--- src/strap_cfg_pkg.sv ---
// Purpose: shared constants and types for the reset strap loader
// Assumes: sixteen general-purpose pins, one system clock
// Notes: all pin positions and the derived settings' reset values live here

package strap_cfg_pkg;

    // ==========================================================
    // pin geometry
    localparam int GPIO_N = 16;
    localparam int CNT_W = 5;
    localparam int NUM_OUT = 8;
    localparam int SYNC_STAGES = 2;

    // ==========================================================
    // fixed strap pins
    localparam int PIN_SERIAL_SEL = 9;
    localparam int PIN_MUST_HIGH = 8;
    localparam logic [GPIO_N-1:0] SEL_DEFAULT_MASK = 16'h000f;
    localparam logic [GPIO_N-1:0] GPIO_ALL_ZERO = 16'h0000;
    localparam logic [CNT_W-1:0] CNT_ONE = 5'h01;
    localparam logic [CNT_W-1:0] SEL_MIN_W = 5'h04;

    // ==========================================================
    // reset values of the derived settings
    localparam logic SERIAL_I2C_RST = 1'b1;
    localparam logic ADDR_A2_RST = 1'b0;
    localparam logic [NUM_OUT-1:0] CLK_EN_RST = 8'h00;
    localparam logic [GPIO_N-1:0] GPIO_OUT_RST = 16'h0000;
    localparam logic [GPIO_N-1:0] CFG_INDEX_RST = 16'h0000;

    // ==========================================================
    // writable setting fields
    typedef enum logic [1:0] {
        FLD_SERIAL = 2'h0,
        FLD_ADDR_A2 = 2'h1,
        FLD_CLK_EN = 2'h2,
        FLD_GPIO_OUT = 2'h3
    } wr_field_t;

    // ==========================================================
    // boot sequence states
    typedef enum logic [8:0] {
        ST_HOLD = 9'h001,
        ST_CAPTURE = 9'h002,
        ST_OTP_REQ = 9'h004,
        ST_OTP_WAIT = 9'h008,
        ST_OTP_APPLY = 9'h010,
        ST_EE_REQ = 9'h020,
        ST_EE_WAIT = 9'h040,
        ST_EE_APPLY = 9'h080,
        ST_DONE = 9'h100
    } boot_state_t;

endpackage
--- src/pin_sync.sv ---
// Purpose: two-flop synchroniser for a bundle of pin levels
// Assumes: each bit is a slow level, not a data word
// Notes: bits are synchronised independently

`timescale 1ns/1ps
`default_nettype none

module pin_sync
    import strap_cfg_pkg::*;
#(
    parameter int WIDTH = 1,
    parameter logic [WIDTH-1:0] RST_VAL = '0
) (
    input wire logic clk_sys,
    input wire logic arst_n,
    input wire logic [WIDTH-1:0] d,
    output logic [WIDTH-1:0] q
);

    logic [WIDTH-1:0] meta_ff;
    logic [WIDTH-1:0] sync_ff;

    // ==========================================================
    // first stage feeds only the second stage
    always_ff @(posedge clk_sys or negedge arst_n) begin
        if (!arst_n) begin
            meta_ff <= RST_VAL;
            sync_ff <= RST_VAL;
        end else begin
            meta_ff <= d;
            sync_ff <= meta_ff;
        end
    end

    assign q = sync_ff;

endmodule

`default_nettype wire

--- src/reset_strap_config_select.sv ---
// Purpose: capture strap pins at master reset release and run start-up load
// Assumes: pin roles arrive from the device-information loader on clk_sys
// Notes: otp and eeprom engines are outside; this block sequences them
//
// Overview of operation
// [RQ1] latch all pins when master reset rises
// [RQ2] pin 9 low SPI, high I2C
// [RQ3] board keeps pin 8 high during reset
// [RQ4] no select pins assigned: use pins 3..0
// [RQ5] undriven default select pins give index 15
// [RQ6] lowest assigned pin is index LSB
// [RQ7] fewer than four pins: zero upper bits
// [RQ8] more than four pins: wider index word
// [RQ9] index ignored when no stored configurations exist
// [RQ10] address pin gives A2, else zero
// [RQ11] several address pins: highest one wins
// [RQ12] A2 strap ignored in SPI mode
// [RQ13] high disable pin blocks eeprom reads
// [RQ14] any disable pin high blocks eeprom
// [RQ15] pin roles from device-information record
// [RQ16] derived settings stay writable afterwards
// [RQ17] defaults: clocks off, pins as inputs
// [RQ18] start-up from straps, otp, eeprom, defaults
// [RQ19] test-access pins should carry no strap role
// [RQ20] select pins carry no other strap role
// [RQ21] bad checksum: skip load, keep defaults
// [RQ22] no eeprom search in SPI mode
// [RQ23] captured straps held until overwritten

`timescale 1ns/1ps
`default_nettype none

module reset_strap_config_select
    import strap_cfg_pkg::*;
(
    input wire logic clk_sys,
    input wire logic arst_n,
    input wire logic master_reset_low,
    input wire logic [GPIO_N-1:0] gpio_pin,
    input wire logic [GPIO_N-1:0] devinfo_sel_mask,
    input wire logic [GPIO_N-1:0] devinfo_addr_mask,
    input wire logic [GPIO_N-1:0] devinfo_eedis_mask,
    input wire logic otp_has_user_cfg,
    output logic otp_load_req,
    output logic [GPIO_N-1:0] otp_load_index,
    input wire logic otp_load_done,
    input wire logic otp_checksum_ok,
    output logic otp_apply,
    output logic eeprom_search_req,
    input wire logic eeprom_search_done,
    input wire logic eeprom_found,
    output logic eeprom_apply,
    input wire logic cfg_stream_done,
    input wire logic cfg_wr_en,
    input wire logic [1:0] cfg_wr_sel,
    input wire logic [GPIO_N-1:0] cfg_wr_data,
    input wire logic host_wr_en,
    input wire logic [1:0] host_wr_sel,
    input wire logic [GPIO_N-1:0] host_wr_data,
    output logic [GPIO_N-1:0] captured_gpio,
    output logic [GPIO_N-1:0] cfg_index,
    output logic [CNT_W-1:0] cfg_index_width,
    output logic serial_is_i2c,
    output logic i2c_addr_a2,
    output logic eeprom_search_en,
    output logic strap_fault,
    output logic [NUM_OUT-1:0] out_clk_en,
    output logic [GPIO_N-1:0] gpio_out_mode,
    output logic boot_done
);

    // ==========================================================
    // helpers

    // packs the masked pins downward, lowest pin into bit 0
    function automatic logic [GPIO_N-1:0] compact_bits(
        input logic [GPIO_N-1:0] mask,
        input logic [GPIO_N-1:0] val
    );
        logic [GPIO_N-1:0] res;
        logic [CNT_W-1:0] pos;
        res = GPIO_ALL_ZERO;
        pos = '0;
        for (int i = 0; i < GPIO_N; i++) begin
            if (mask[i]) begin
                res[pos[CNT_W-2:0]] = val[i];
                pos = pos + CNT_ONE;
            end
        end
        return res;
    endfunction

    function automatic logic [CNT_W-1:0] count_ones(
        input logic [GPIO_N-1:0] mask
    );
        logic [CNT_W-1:0] n;
        n = '0;
        for (int i = 0; i < GPIO_N; i++) begin
            if (mask[i]) begin
                n = n + CNT_ONE;
            end
        end
        return n;
    endfunction

    // later set pins overwrite earlier ones, so the top index wins
    function automatic logic highest_pick(
        input logic [GPIO_N-1:0] mask,
        input logic [GPIO_N-1:0] val
    );
        logic r;
        r = 1'b0;
        for (int i = 0; i < GPIO_N; i++) begin
            if (mask[i]) begin
                r = val[i];
            end
        end
        return r;
    endfunction

    // ==========================================================
    // pin synchronisers
    logic mr_sync;
    logic [GPIO_N-1:0] gpio_sync;
    logic mr_prev_ff;

    pin_sync #(
        .WIDTH(1),
        .RST_VAL(1'b0)
    ) u_mr_sync (
        .clk_sys(clk_sys),
        .arst_n(arst_n),
        .d(master_reset_low),
        .q(mr_sync)
    );

    // same depth as the reset path, so both line up at the edge
    pin_sync #(
        .WIDTH(GPIO_N),
        .RST_VAL(GPIO_ALL_ZERO)
    ) u_gpio_sync (
        .clk_sys(clk_sys),
        .arst_n(arst_n),
        .d(gpio_pin),
        .q(gpio_sync)
    );

    // ==========================================================
    // strap decode
    logic mr_rise;
    logic mr_active;
    logic [GPIO_N-1:0] sel_mask_eff;
    logic [GPIO_N-1:0] nxt_index;
    logic [CNT_W-1:0] nxt_width;
    logic nxt_a2;
    logic nxt_eedis;
    logic nxt_serial;

    assign mr_rise = mr_sync & ~mr_prev_ff;
    assign mr_active = ~mr_sync;
    // role masks come from the device-information record [RQ15]
    assign sel_mask_eff = (devinfo_sel_mask == GPIO_ALL_ZERO) ?
        SEL_DEFAULT_MASK : devinfo_sel_mask; // [RQ4]
    // pull-ups read high, so default pins undriven give 4'hf [RQ5]
    assign nxt_index = compact_bits(sel_mask_eff, gpio_sync); // [RQ6] [RQ7]
    assign nxt_width = count_ones(sel_mask_eff); // [RQ8]
    assign nxt_a2 = highest_pick(devinfo_addr_mask, gpio_sync); // [RQ10] [RQ11]
    assign nxt_eedis = |(devinfo_eedis_mask & gpio_sync); // [RQ13] [RQ14]
    assign nxt_serial = gpio_sync[PIN_SERIAL_SEL]; // [RQ2]

    // ==========================================================
    // captured strap state
    logic [GPIO_N-1:0] captured_ff;
    logic [GPIO_N-1:0] cfg_index_ff;
    logic [CNT_W-1:0] cfg_width_ff;
    logic eedis_ff;
    logic strap_fault_ff;

    // captured values move only on the next master reset edge [RQ23]
    always_ff @(posedge clk_sys or negedge arst_n) begin
        if (!arst_n) begin
            mr_prev_ff <= 1'b0;
            captured_ff <= GPIO_ALL_ZERO;
            cfg_index_ff <= CFG_INDEX_RST;
            cfg_width_ff <= SEL_MIN_W;
            eedis_ff <= 1'b0;
            strap_fault_ff <= 1'b0;
        end else begin
            mr_prev_ff <= mr_sync;
            if (mr_rise) begin
                captured_ff <= gpio_sync; // [RQ1]
                cfg_index_ff <= nxt_index;
                cfg_width_ff <= (nxt_width < SEL_MIN_W) ?
                    SEL_MIN_W : nxt_width; // [RQ7]
                eedis_ff <= nxt_eedis;
                // flags a board whose pin 8 reads low at master reset release
                strap_fault_ff <= ~gpio_sync[PIN_MUST_HIGH]; // [RQ3]
            end
        end
    end

    // ==========================================================
    // boot sequencer
    boot_state_t state_ff;
    boot_state_t nxt_state;
    logic serial_i2c_ff;

    // eeprom lives behind the i2c master, absent in SPI mode [RQ22]
    assign eeprom_search_en = serial_i2c_ff & ~eedis_ff; // [RQ13]

    // straps, then otp, then eeprom over the register defaults [RQ18]
    always_comb begin
        nxt_state = state_ff;
        case (state_ff)
            ST_HOLD: begin
                if (mr_rise) begin
                    nxt_state = ST_CAPTURE;
                end
            end
            ST_CAPTURE: begin
                // unprogrammed parts never use the index [RQ9]
                nxt_state = otp_has_user_cfg ? ST_OTP_REQ : ST_EE_REQ;
            end
            ST_OTP_REQ: begin
                nxt_state = ST_OTP_WAIT;
            end
            ST_OTP_WAIT: begin
                if (otp_load_done) begin
                    nxt_state = otp_checksum_ok ?
                        ST_OTP_APPLY : ST_EE_REQ; // [RQ21]
                end
            end
            ST_OTP_APPLY: begin
                if (cfg_stream_done) begin
                    nxt_state = ST_EE_REQ;
                end
            end
            ST_EE_REQ: begin
                nxt_state = eeprom_search_en ? ST_EE_WAIT : ST_DONE;
            end
            ST_EE_WAIT: begin
                if (eeprom_search_done) begin
                    nxt_state = eeprom_found ? ST_EE_APPLY : ST_DONE;
                end
            end
            ST_EE_APPLY: begin
                if (cfg_stream_done) begin
                    nxt_state = ST_DONE;
                end
            end
            ST_DONE: begin
                nxt_state = ST_DONE;
            end
            default: begin
                nxt_state = ST_HOLD;
            end
        endcase
        if (mr_active) begin
            nxt_state = ST_HOLD;
        end
    end

    always_ff @(posedge clk_sys or negedge arst_n) begin
        if (!arst_n) begin
            state_ff <= ST_HOLD;
        end else begin
            state_ff <= nxt_state;
        end
    end

    assign otp_load_req = (state_ff == ST_OTP_REQ);
    assign otp_apply = (state_ff == ST_OTP_APPLY);
    assign eeprom_search_req = (state_ff == ST_EE_REQ) & eeprom_search_en;
    assign eeprom_apply = (state_ff == ST_EE_APPLY);
    assign boot_done = (state_ff == ST_DONE);

    // ==========================================================
    // writable derived settings
    logic cfg_hit;
    logic wr_any;
    wr_field_t wr_sel;
    logic [GPIO_N-1:0] wr_data;
    logic addr_a2_ff;
    logic [NUM_OUT-1:0] clk_en_ff;
    logic [GPIO_N-1:0] gpio_out_ff;

    // loaded data counts only while a checked image streams in [RQ21]
    assign cfg_hit = cfg_wr_en & (otp_apply | eeprom_apply);
    assign wr_any = (host_wr_en | cfg_hit) & ~mr_active;
    // host access wins a same-cycle clash; it is the later authority
    assign wr_sel = wr_field_t'(host_wr_en ? host_wr_sel : cfg_wr_sel);
    assign wr_data = host_wr_en ? host_wr_data : cfg_wr_data;

    always_ff @(posedge clk_sys or negedge arst_n) begin
        if (!arst_n) begin
            serial_i2c_ff <= SERIAL_I2C_RST;
            addr_a2_ff <= ADDR_A2_RST;
            clk_en_ff <= CLK_EN_RST;
            gpio_out_ff <= GPIO_OUT_RST;
        end else if (mr_active) begin
            // clocks off and all pins inputs until loaded [RQ17]
            clk_en_ff <= CLK_EN_RST;
            gpio_out_ff <= GPIO_OUT_RST;
        end else if (mr_rise) begin
            serial_i2c_ff <= nxt_serial; // [RQ2]
            addr_a2_ff <= nxt_a2; // [RQ10]
        end else if (wr_any) begin
            // strap results remain overwritable [RQ16]
            case (wr_sel)
                FLD_SERIAL: begin
                    serial_i2c_ff <= wr_data[0];
                end
                FLD_ADDR_A2: begin
                    addr_a2_ff <= wr_data[0];
                end
                FLD_CLK_EN: begin
                    clk_en_ff <= wr_data[NUM_OUT-1:0];
                end
                FLD_GPIO_OUT: begin
                    gpio_out_ff <= wr_data;
                end
                default: begin
                    gpio_out_ff <= gpio_out_ff;
                end
            endcase
        end
    end

    // ==========================================================
    // outputs
    assign captured_gpio = captured_ff;
    assign cfg_index = cfg_index_ff;
    assign otp_load_index = cfg_index_ff;
    assign cfg_index_width = cfg_width_ff;
    assign serial_is_i2c = serial_i2c_ff;
    assign i2c_addr_a2 = addr_a2_ff & serial_i2c_ff; // [RQ12]
    assign strap_fault = strap_fault_ff;
    assign out_clk_en = clk_en_ff;
    assign gpio_out_mode = gpio_out_ff;

endmodule

`default_nettype wire

--- config.mk ---
export PLATFORM = sky130hd
export DESIGN_NAME = reset_strap_config_select
export DESIGN_NICKNAME = d
export VERILOG_FILES = /design/src/strap_cfg_pkg.sv /design/src/pin_sync.sv /design/src/reset_strap_config_select.sv
export SDC_FILE = /design/constraint.sdc
export NUM_CORES = 1
export LEC_CHECK = 0
export BUFFER_PORTS_ARGS = -buffer_cell sky130_fd_sc_hd__buf_2
export CAP_MARGIN = 30
export CORE_MARGIN = 4
export CORE_UTILIZATION = 60
export CTS_BUF_LIST = sky130_fd_sc_hd__clkbuf_4 sky130_fd_sc_hd__clkbuf_8
export CTS_CLUSTER_DIAMETER = 40
export CTS_CLUSTER_SIZE = 30
export DETAILED_ROUTE_END_ITERATION = 8
export PLACE_DENSITY = 0.86
export SYNTH_ARGS = -nofsm -noshare
export SYNTH_HDL_FRONTEND = slang
export SYNTH_HIERARCHICAL = 1
export SYNTH_SLANG_ARGS = --single-unit
--- constraint.sdc ---
create_clock -name clk_sys -period 8.75 [get_ports clk_sys]
set_clock_uncertainty 0.05 [all_clocks]
set_input_delay 0.4375 -clock clk_sys [delete_from_list [all_inputs] [get_ports clk_sys]]
set_output_delay 0.4375 -clock clk_sys [all_outputs]
set_load 0.01 [all_outputs]
---- Yosys cells after proc, flatten, opt, wreduce, memory -nomap -nowiden ----
Index checks and enable logic that the tools add are counted.
operators by class
  reduce and logical (&&, ||, !) cells .... 26
  muxes and demuxes ....................... 122
  add/subtract/negate cells ............... 15
  equal/unequal tests ..................... 21
  $lt $le $gt $ge ......................... 31
  bitwise gates (word level) .............. 12
operators with widths
  cell                                                        count
  2-to-1 mux 16 bit                                           21
  bitwise mux 16 bit                                          15
  case mux 9 bit (9 select lines)                             1
  2-to-1 mux 5 bit                                            16
  adder 5 x 1 -> 5 bit, second input constant                 15
  less-than comparator 4 x 5 -> 1 bit, second input constant  15
  2-to-1 mux 9 bit                                            8
  demux 1 bit (select 4 bit)                                  15
  >= comparator 4 x 1 -> 1 bit, second input constant         15
  2-to-1 mux 1 bit                                            39
  2-to-1 mux 8 bit                                            4
  bitwise AND 16 bit                                          1
  logical NOT 16 bit                                          1
  OR reduction 16 bit                                         1
  logical AND 1 bit                                           15
  != test 3 bit, second input constant                        5
  2-to-1 mux 6 bit                                            2
  AND reduction 3 bit                                         4
  == test 9 x 1 -> 1 bit, second input constant               1
  == test 9 x 2 -> 1 bit, second input constant               1
  == test 9 x 3 -> 1 bit, second input constant               1
  == test 9 x 4 -> 1 bit, second input constant               1
  == test 9 x 5 -> 1 bit, second input constant               1
  == test 9 x 6 -> 1 bit, second input constant               1
  other kinds (14)                                            28
word-level totals
  logic and storage cells ................. 242
  input bits .............................. 111
  register bits after elaboration ......... 109

---- Depth between registers and ports, before layout ----
  depth in word-level cells ............... 37
  gate-level depth with buffers ........... 56

---- Cells and area by module ----
The synthesis kept the hierarchy.
by module, submodules not included
  module                     times used  sequential area each (um^2)  cells an instance  area each (um^2)
  reset_strap_config_select  1           1,880.6                      1,214              9,186.3
  pin_sync at u_gpio_sync    1           800.8                        32                 800.8
  pin_sync at u_mr_sync      1           50.0                         2                  50.0

---- Worst setup path after synthesis ----
OpenSTA, ideal clock, no wires.
  kind .................................... input to register
  start point ............................. in devinfo_sel_mask[0]
  end point ............................... reg cfg_width_ff[2], in the netlist cfg_index_width[2]
  arrival ................................. 10.760 ns
  buffers on the path ..................... 2
  stages .................................. 53
  slack ................................... -2.143 ns
  library setup time ...................... 0.083 ns
  cells stage by stage .................... clkbuf_1 -> inv_1 -> ha_1 -> clkbuf_1 -> xnor2_1 -> ha_1 -> nor4_1 -> nand4_1 -> o311a_1 -> ha_1 -> mux2_2 -> o41ai_1 -> nor2_1 -> ha_1 -> nand2b_1 -> a32oi_1 -> nand2_1 -> ha_1 -> [17 not listed] -> ha_1 -> nand2_1 -> o21ai_0 -> ha_1 -> mux2_2 -> ha_1 -> a221oi_1 -> inv_1 -> ha_1 -> mux2_2 -> ha_1 -> nand2_1 -> o21ai_0 -> ha_1 -> nand2_1 -> nor2_1 -> o2bb2ai_1 -> a221o_1
on the way
  word-level cells in the longest chain between the ends .. 35
RTL lines
  element                              RTL line                          RTL
  start: declaration                   reset_strap_config_select.sv:40   input wire logic [GPIO_N-1:0] devinfo_sel_mask,
  logical NOT 16 bit                   reset_strap_config_select.sv:162  assign sel_mask_eff = (devinfo_sel_mask == GPIO_ALL_ZERO) ?
  2-to-1 mux 16 bit *                  reset_strap_config_select.sv:162
  2-to-1 mux 1 bit                     reset_strap_config_select.sv:99   if (mask[i]) begin
  adder 5 x 1 -> 5 bit                 reset_strap_config_select.sv:100  n = n + CNT_ONE;
  2-to-1 mux 5 bit                     reset_strap_config_select.sv:99
  adder 5 x 1 -> 5 bit                 reset_strap_config_select.sv:100
  2-to-1 mux 5 bit                     reset_strap_config_select.sv:99
  adder 5 x 1 -> 5 bit                 reset_strap_config_select.sv:100
  [19 not listed]                      n/a
  adder 5 x 1 -> 5 bit                 reset_strap_config_select.sv:100
  2-to-1 mux 5 bit                     n/a
  adder 5 x 1 -> 5 bit                 reset_strap_config_select.sv:100
  2-to-1 mux 5 bit                     reset_strap_config_select.sv:99
  adder 5 x 1 -> 5 bit                 reset_strap_config_select.sv:100
  2-to-1 mux 5 bit *                   reset_strap_config_select.sv:99
  less-than comparator 5 x 3 -> 1 bit  reset_strap_config_select.sv:193  cfg_width_ff <= (nxt_width < SEL_MIN_W) ?
  2-to-1 mux 5 bit *                   reset_strap_config_select.sv:193
  end signal: assignment               reset_strap_config_select.sv:193
  end: declaration                     reset_strap_config_select.sv:175  logic [CNT_W-1:0] cfg_width_ff;
Mark *: on every way between the ends. The rest lies on a longest branch, timed or not.
A chain may end at the register's enable or synchronous reset.

---- Worst setup path after layout ----
  start point ............................. in devinfo_sel_mask[1]
  end point ............................... reg cfg_width_ff[2], in the netlist cfg_index_width[2]
The elaborated chain is that of the path after synthesis.

==> results.py <==
metrics = {
    "detailed_routing": {
        "drtAntennaViolNets": 0,
        "drc": 6,
        "vias_per_cell": 6.69,
        "dr.pass1.iters": 9,
        "wl_per_cell_microns": 21.4,
        "drt_iter0_drc": 1602,
        "vias": 11934,
        "routed_wl_microns": 38200,
    },
    "timing": {
        "slew_viol_final": 0,
        "worst_pin_slew_ns": 1.02,
        "fmax_mhz": 104,
        "worst_slack_ns": -0.892,
        "maxSlewHeadroom_pct": 32.0,
        "layout_min_cycle_time_ns": 9.64,
        "hold_viol": 0,
        "rsz0062_at_grt": "true",
        "holdWs_ns": 0.0991,
        "timing.final.crit_share_pct": 110,
        "finalSetupViolCount": 21,
    },
    "critical_path": {
        "endpoint_kind": "flip-flop",
        "critical_path.max_stage_delay_ns": 0.40,
        "startpoint_type": "input port",
        "cp_num_buf_inv": 23,
        "path_delay_family": "buffers and inverters",
        "worstSetupPathType": "in2reg",
        "worst-r2r-setup-slack_ns": 5.01,
        "cp.arrival_ns": 9.90,
        "cp_slowest_cell": "xnor3_2",
        "cp.required_ns": 9.01,
        "crit_fanout": 7,
        "cp_common_cell": "buf_4",
    },
    "clocking": {
        "clkTransAtPathRegs_ns": 0.11,
        "clock_latency_ns": 0.38,
        "cts_buffers": 9,
        "cts_tree": "built",
        "cts.sinks": 109,
        "cts_root_buffer": "clkbuf_8",
        "h-tree-depth": 3,
        "clockBufferDepth": 2,
    },
    "logic_synthesis": {
        "synth_fa_ha_area_share_pct": 6.23,
        "synthSimpleGateAreaFrac_pct": 22.4,
        "synth_cells": 1248,
        "synth-compound-area-share_pct": 26.0,
        "syn_area_sq_um": 10000,
        "synth_top_family_by_area": "compound AO/OA/AOI/OAI gates",
        "synth_xor_area_share_pct": 7.33,
        "ys_seq_elements": 109,
        "synthMuxAreaShare_pct": 5.10,
        "synth.distinct_cells": 85,
        "synth_top_area_share_pct": 26.4,
        "yosysMostFrequentCell": "nand2_1",
        "synthTopCellsByCount": "166 x nand2_1, 123 x nor2_1, 106 x dfrtp_1",
        "async_flop_share_pct": 100,
        "synth_ff_type": "dfrtp_1",
        "ys_seq_area_share_pct": 27.2,
        "ys_warn_count": 6,
        "synth_area_leaders": "dfrtp_1 26%, ha_1 6.2%, nand2_1 6.2%, nor2_1 4.6%, mux2i_1 4.1%",
        "syn-mean-instance-area_sq_um": 8.04,
        "synth_edf_count": 0,
        "synth_area_leader_cell": "dfrtp_1",
        "synth_nets": 1409,
    },
    "finish": {
        "areaGrowthSynthToFinish_pct": 33.3,
        "final_cells": 1785,
        "layout-drive-gt1-share_pct": 34.4,
        "diodes": 0,
        "final_nets": 1721,
        "design_area_sq_um": 13400,
    },
    "place": {
        "gp_routability_congestion": 1.03,
        "placed_cell_area_sq_um": 12200,
        "port-buffer-count": 196,
        "dp_cells": 1704,
        "place_ws_ns": -1.33,
        "hpwl_microns": 27000,
    },
    "pwr": {
        "power_mw": 5.20,
        "peakVddDrop_v": 0.000353,
        "powerDensity_nw_per_um2": 389,
        "leakagePower_nw": 5.95,
    },
    "global_routing": {
        "grt_usage_pct": 37.8,
        "grt_pass1_wl_microns": 56700,
        "grt_overflow": 0,
        "first_global_vias": 11159,
        "antenna_found_initial": 0,
        "grt_max_degree": 70,
    },
    "die": {
        "core-area_sq_um": 16500,
        "die_h_microns": 137,
        "initial_core_util_pct": 61.0,
        "std_cell_rows": 47,
        "boundaryPins": 197,
        "dieWidth_microns": 137,
        "die_area_sq_um": 18900,
    },
    "min_path": {
        "hold_path_class": "in2reg",
    },
    "status": {
        "violations": "design-rule violations, negative setup slack",
        "status": "finished, violations left",
    },
    "run": {
        "cap_violations": 0,
    },
}
## routing by layer
metal	vias to the layer above	wire length (microns)	track usage, %
met5	-	0	0
met4	0	2760	22.5
met3	266	3550	5.66
met2	941	18200	62.8
met1	5475	13700	46.3
li1	5252	-	-
## timing repair
item | in CTS | in global routing
setup buffers | 49 | 14
hold buffers | 1 | 0
endpoints found under the setup margin | 21 | 21
pin swaps | 40 | 26
gates cloned | 0 | 1
resized for setup | 46 | 42
endpoints found under the hold margin | 27 | 0
## cell families after synthesis
group,after synthesis
compound gates,372
xor+xnor,62
fa+ha+maj,50
buf+inv,134
flops,109
mux,50
simple gates,471
## registers in the layout, summed over array words and instances (netlist names)
register             count
eedis_ff                 1
cfg_index               16
strap_fault              1
u_gpio_sync/meta_ff     16
addr_a2_ff               1
u_mr_sync/meta_ff        1
mr_prev_ff               1
serial_is_i2c            1
cfg_index_width          5
u_mr_sync/q              1
state_ff                 9
out_clk_en               8
captured_gpio           16
u_gpio_sync/q           16
gpio_out_mode           16
## worst register-to-register path, stage by stage (launching register included)
cell,delay [ns]
dfrtp_1,0.44
nor2_1,0.17
nand2_1,0.13
or3_1,0.37
nor4b_1,0.65
nor2_1,0.16
nor3b_1,0.27
a22o_1,0.17
nand2_1,0.09
nor2_2,0.58
buf_6,0.26
nor2_1,0.07
a211oi_1,0.24
## path summary, 6_finish.rpt
kind                            cells past startpoint                     end                    from
max in group asynchronous                           3  u_gpio_sync/meta_ff[3]                  arst_n
min in group asynchronous                           2            cfg_index[9]                  arst_n
worst min register to register                      0        u_gpio_sync/q[8]  u_gpio_sync/meta_ff[8]
worst min-delay path                                1  u_gpio_sync/meta_ff[7]             gpio_pin[7]
worst max register to register                     12       gpio_out_mode[14]             state_ff[1]
worst max-delay path                               59      cfg_index_width[2]     devinfo_sel_mask[1]
## final cells by class
class / count / area [sq um]
clock buffer: 10 / 131
clock inverter: 6 / 58.8
fill: 1083 / 3090
inverter: 42 / 168
multi-input combinational: 1006 / 7490
sequential: 109 / 2730
tap: 220 / 275
timing repair buffer: 392 / 2520
## stage by stage
step / TNS [ns] / util [%]
after detailed placement: -25.79 / 74.2
after CTS: -5.97 / 79.0
after global placement: -16.05 / 74.1
after floorplan: -24.50 / -
after global routing: -24.31 / 81.2
final: -15.04 / 81.2
## layout by cell type (no fill, tap or decap), types with 15 or more instances in the layout
cell type / netlist / routed
a211oi_1: 40 / 40
a21oi_1: 69 / 62
a31oi_1: 24 / 24
and2_1: 18 / 16
buf_2: 6 / 191
buf_4: 17 / 189
dfrtp_1: 106 / 106
ha_1: 50 / 35
ha_4: 0 / 15
inv_1: 40 / 33
mux2i_1: 41 / 41
nand2_1: 166 / 149
nand3_1: 36 / 34
nand4_1: 18 / 18
nor2_1: 123 / 112
nor3_1: 36 / 34
o21ai_0: 50 / 44
o22ai_1: 36 / 35
xnor2_1: 36 / 32
## power by group
part           switching [mW]  internal (mW)  total, mW
logic                    2.40           1.85       4.25
registers              0.0693          0.580      0.649
clock network           0.188          0.113      0.301
(Power assumes the default switching activity.)
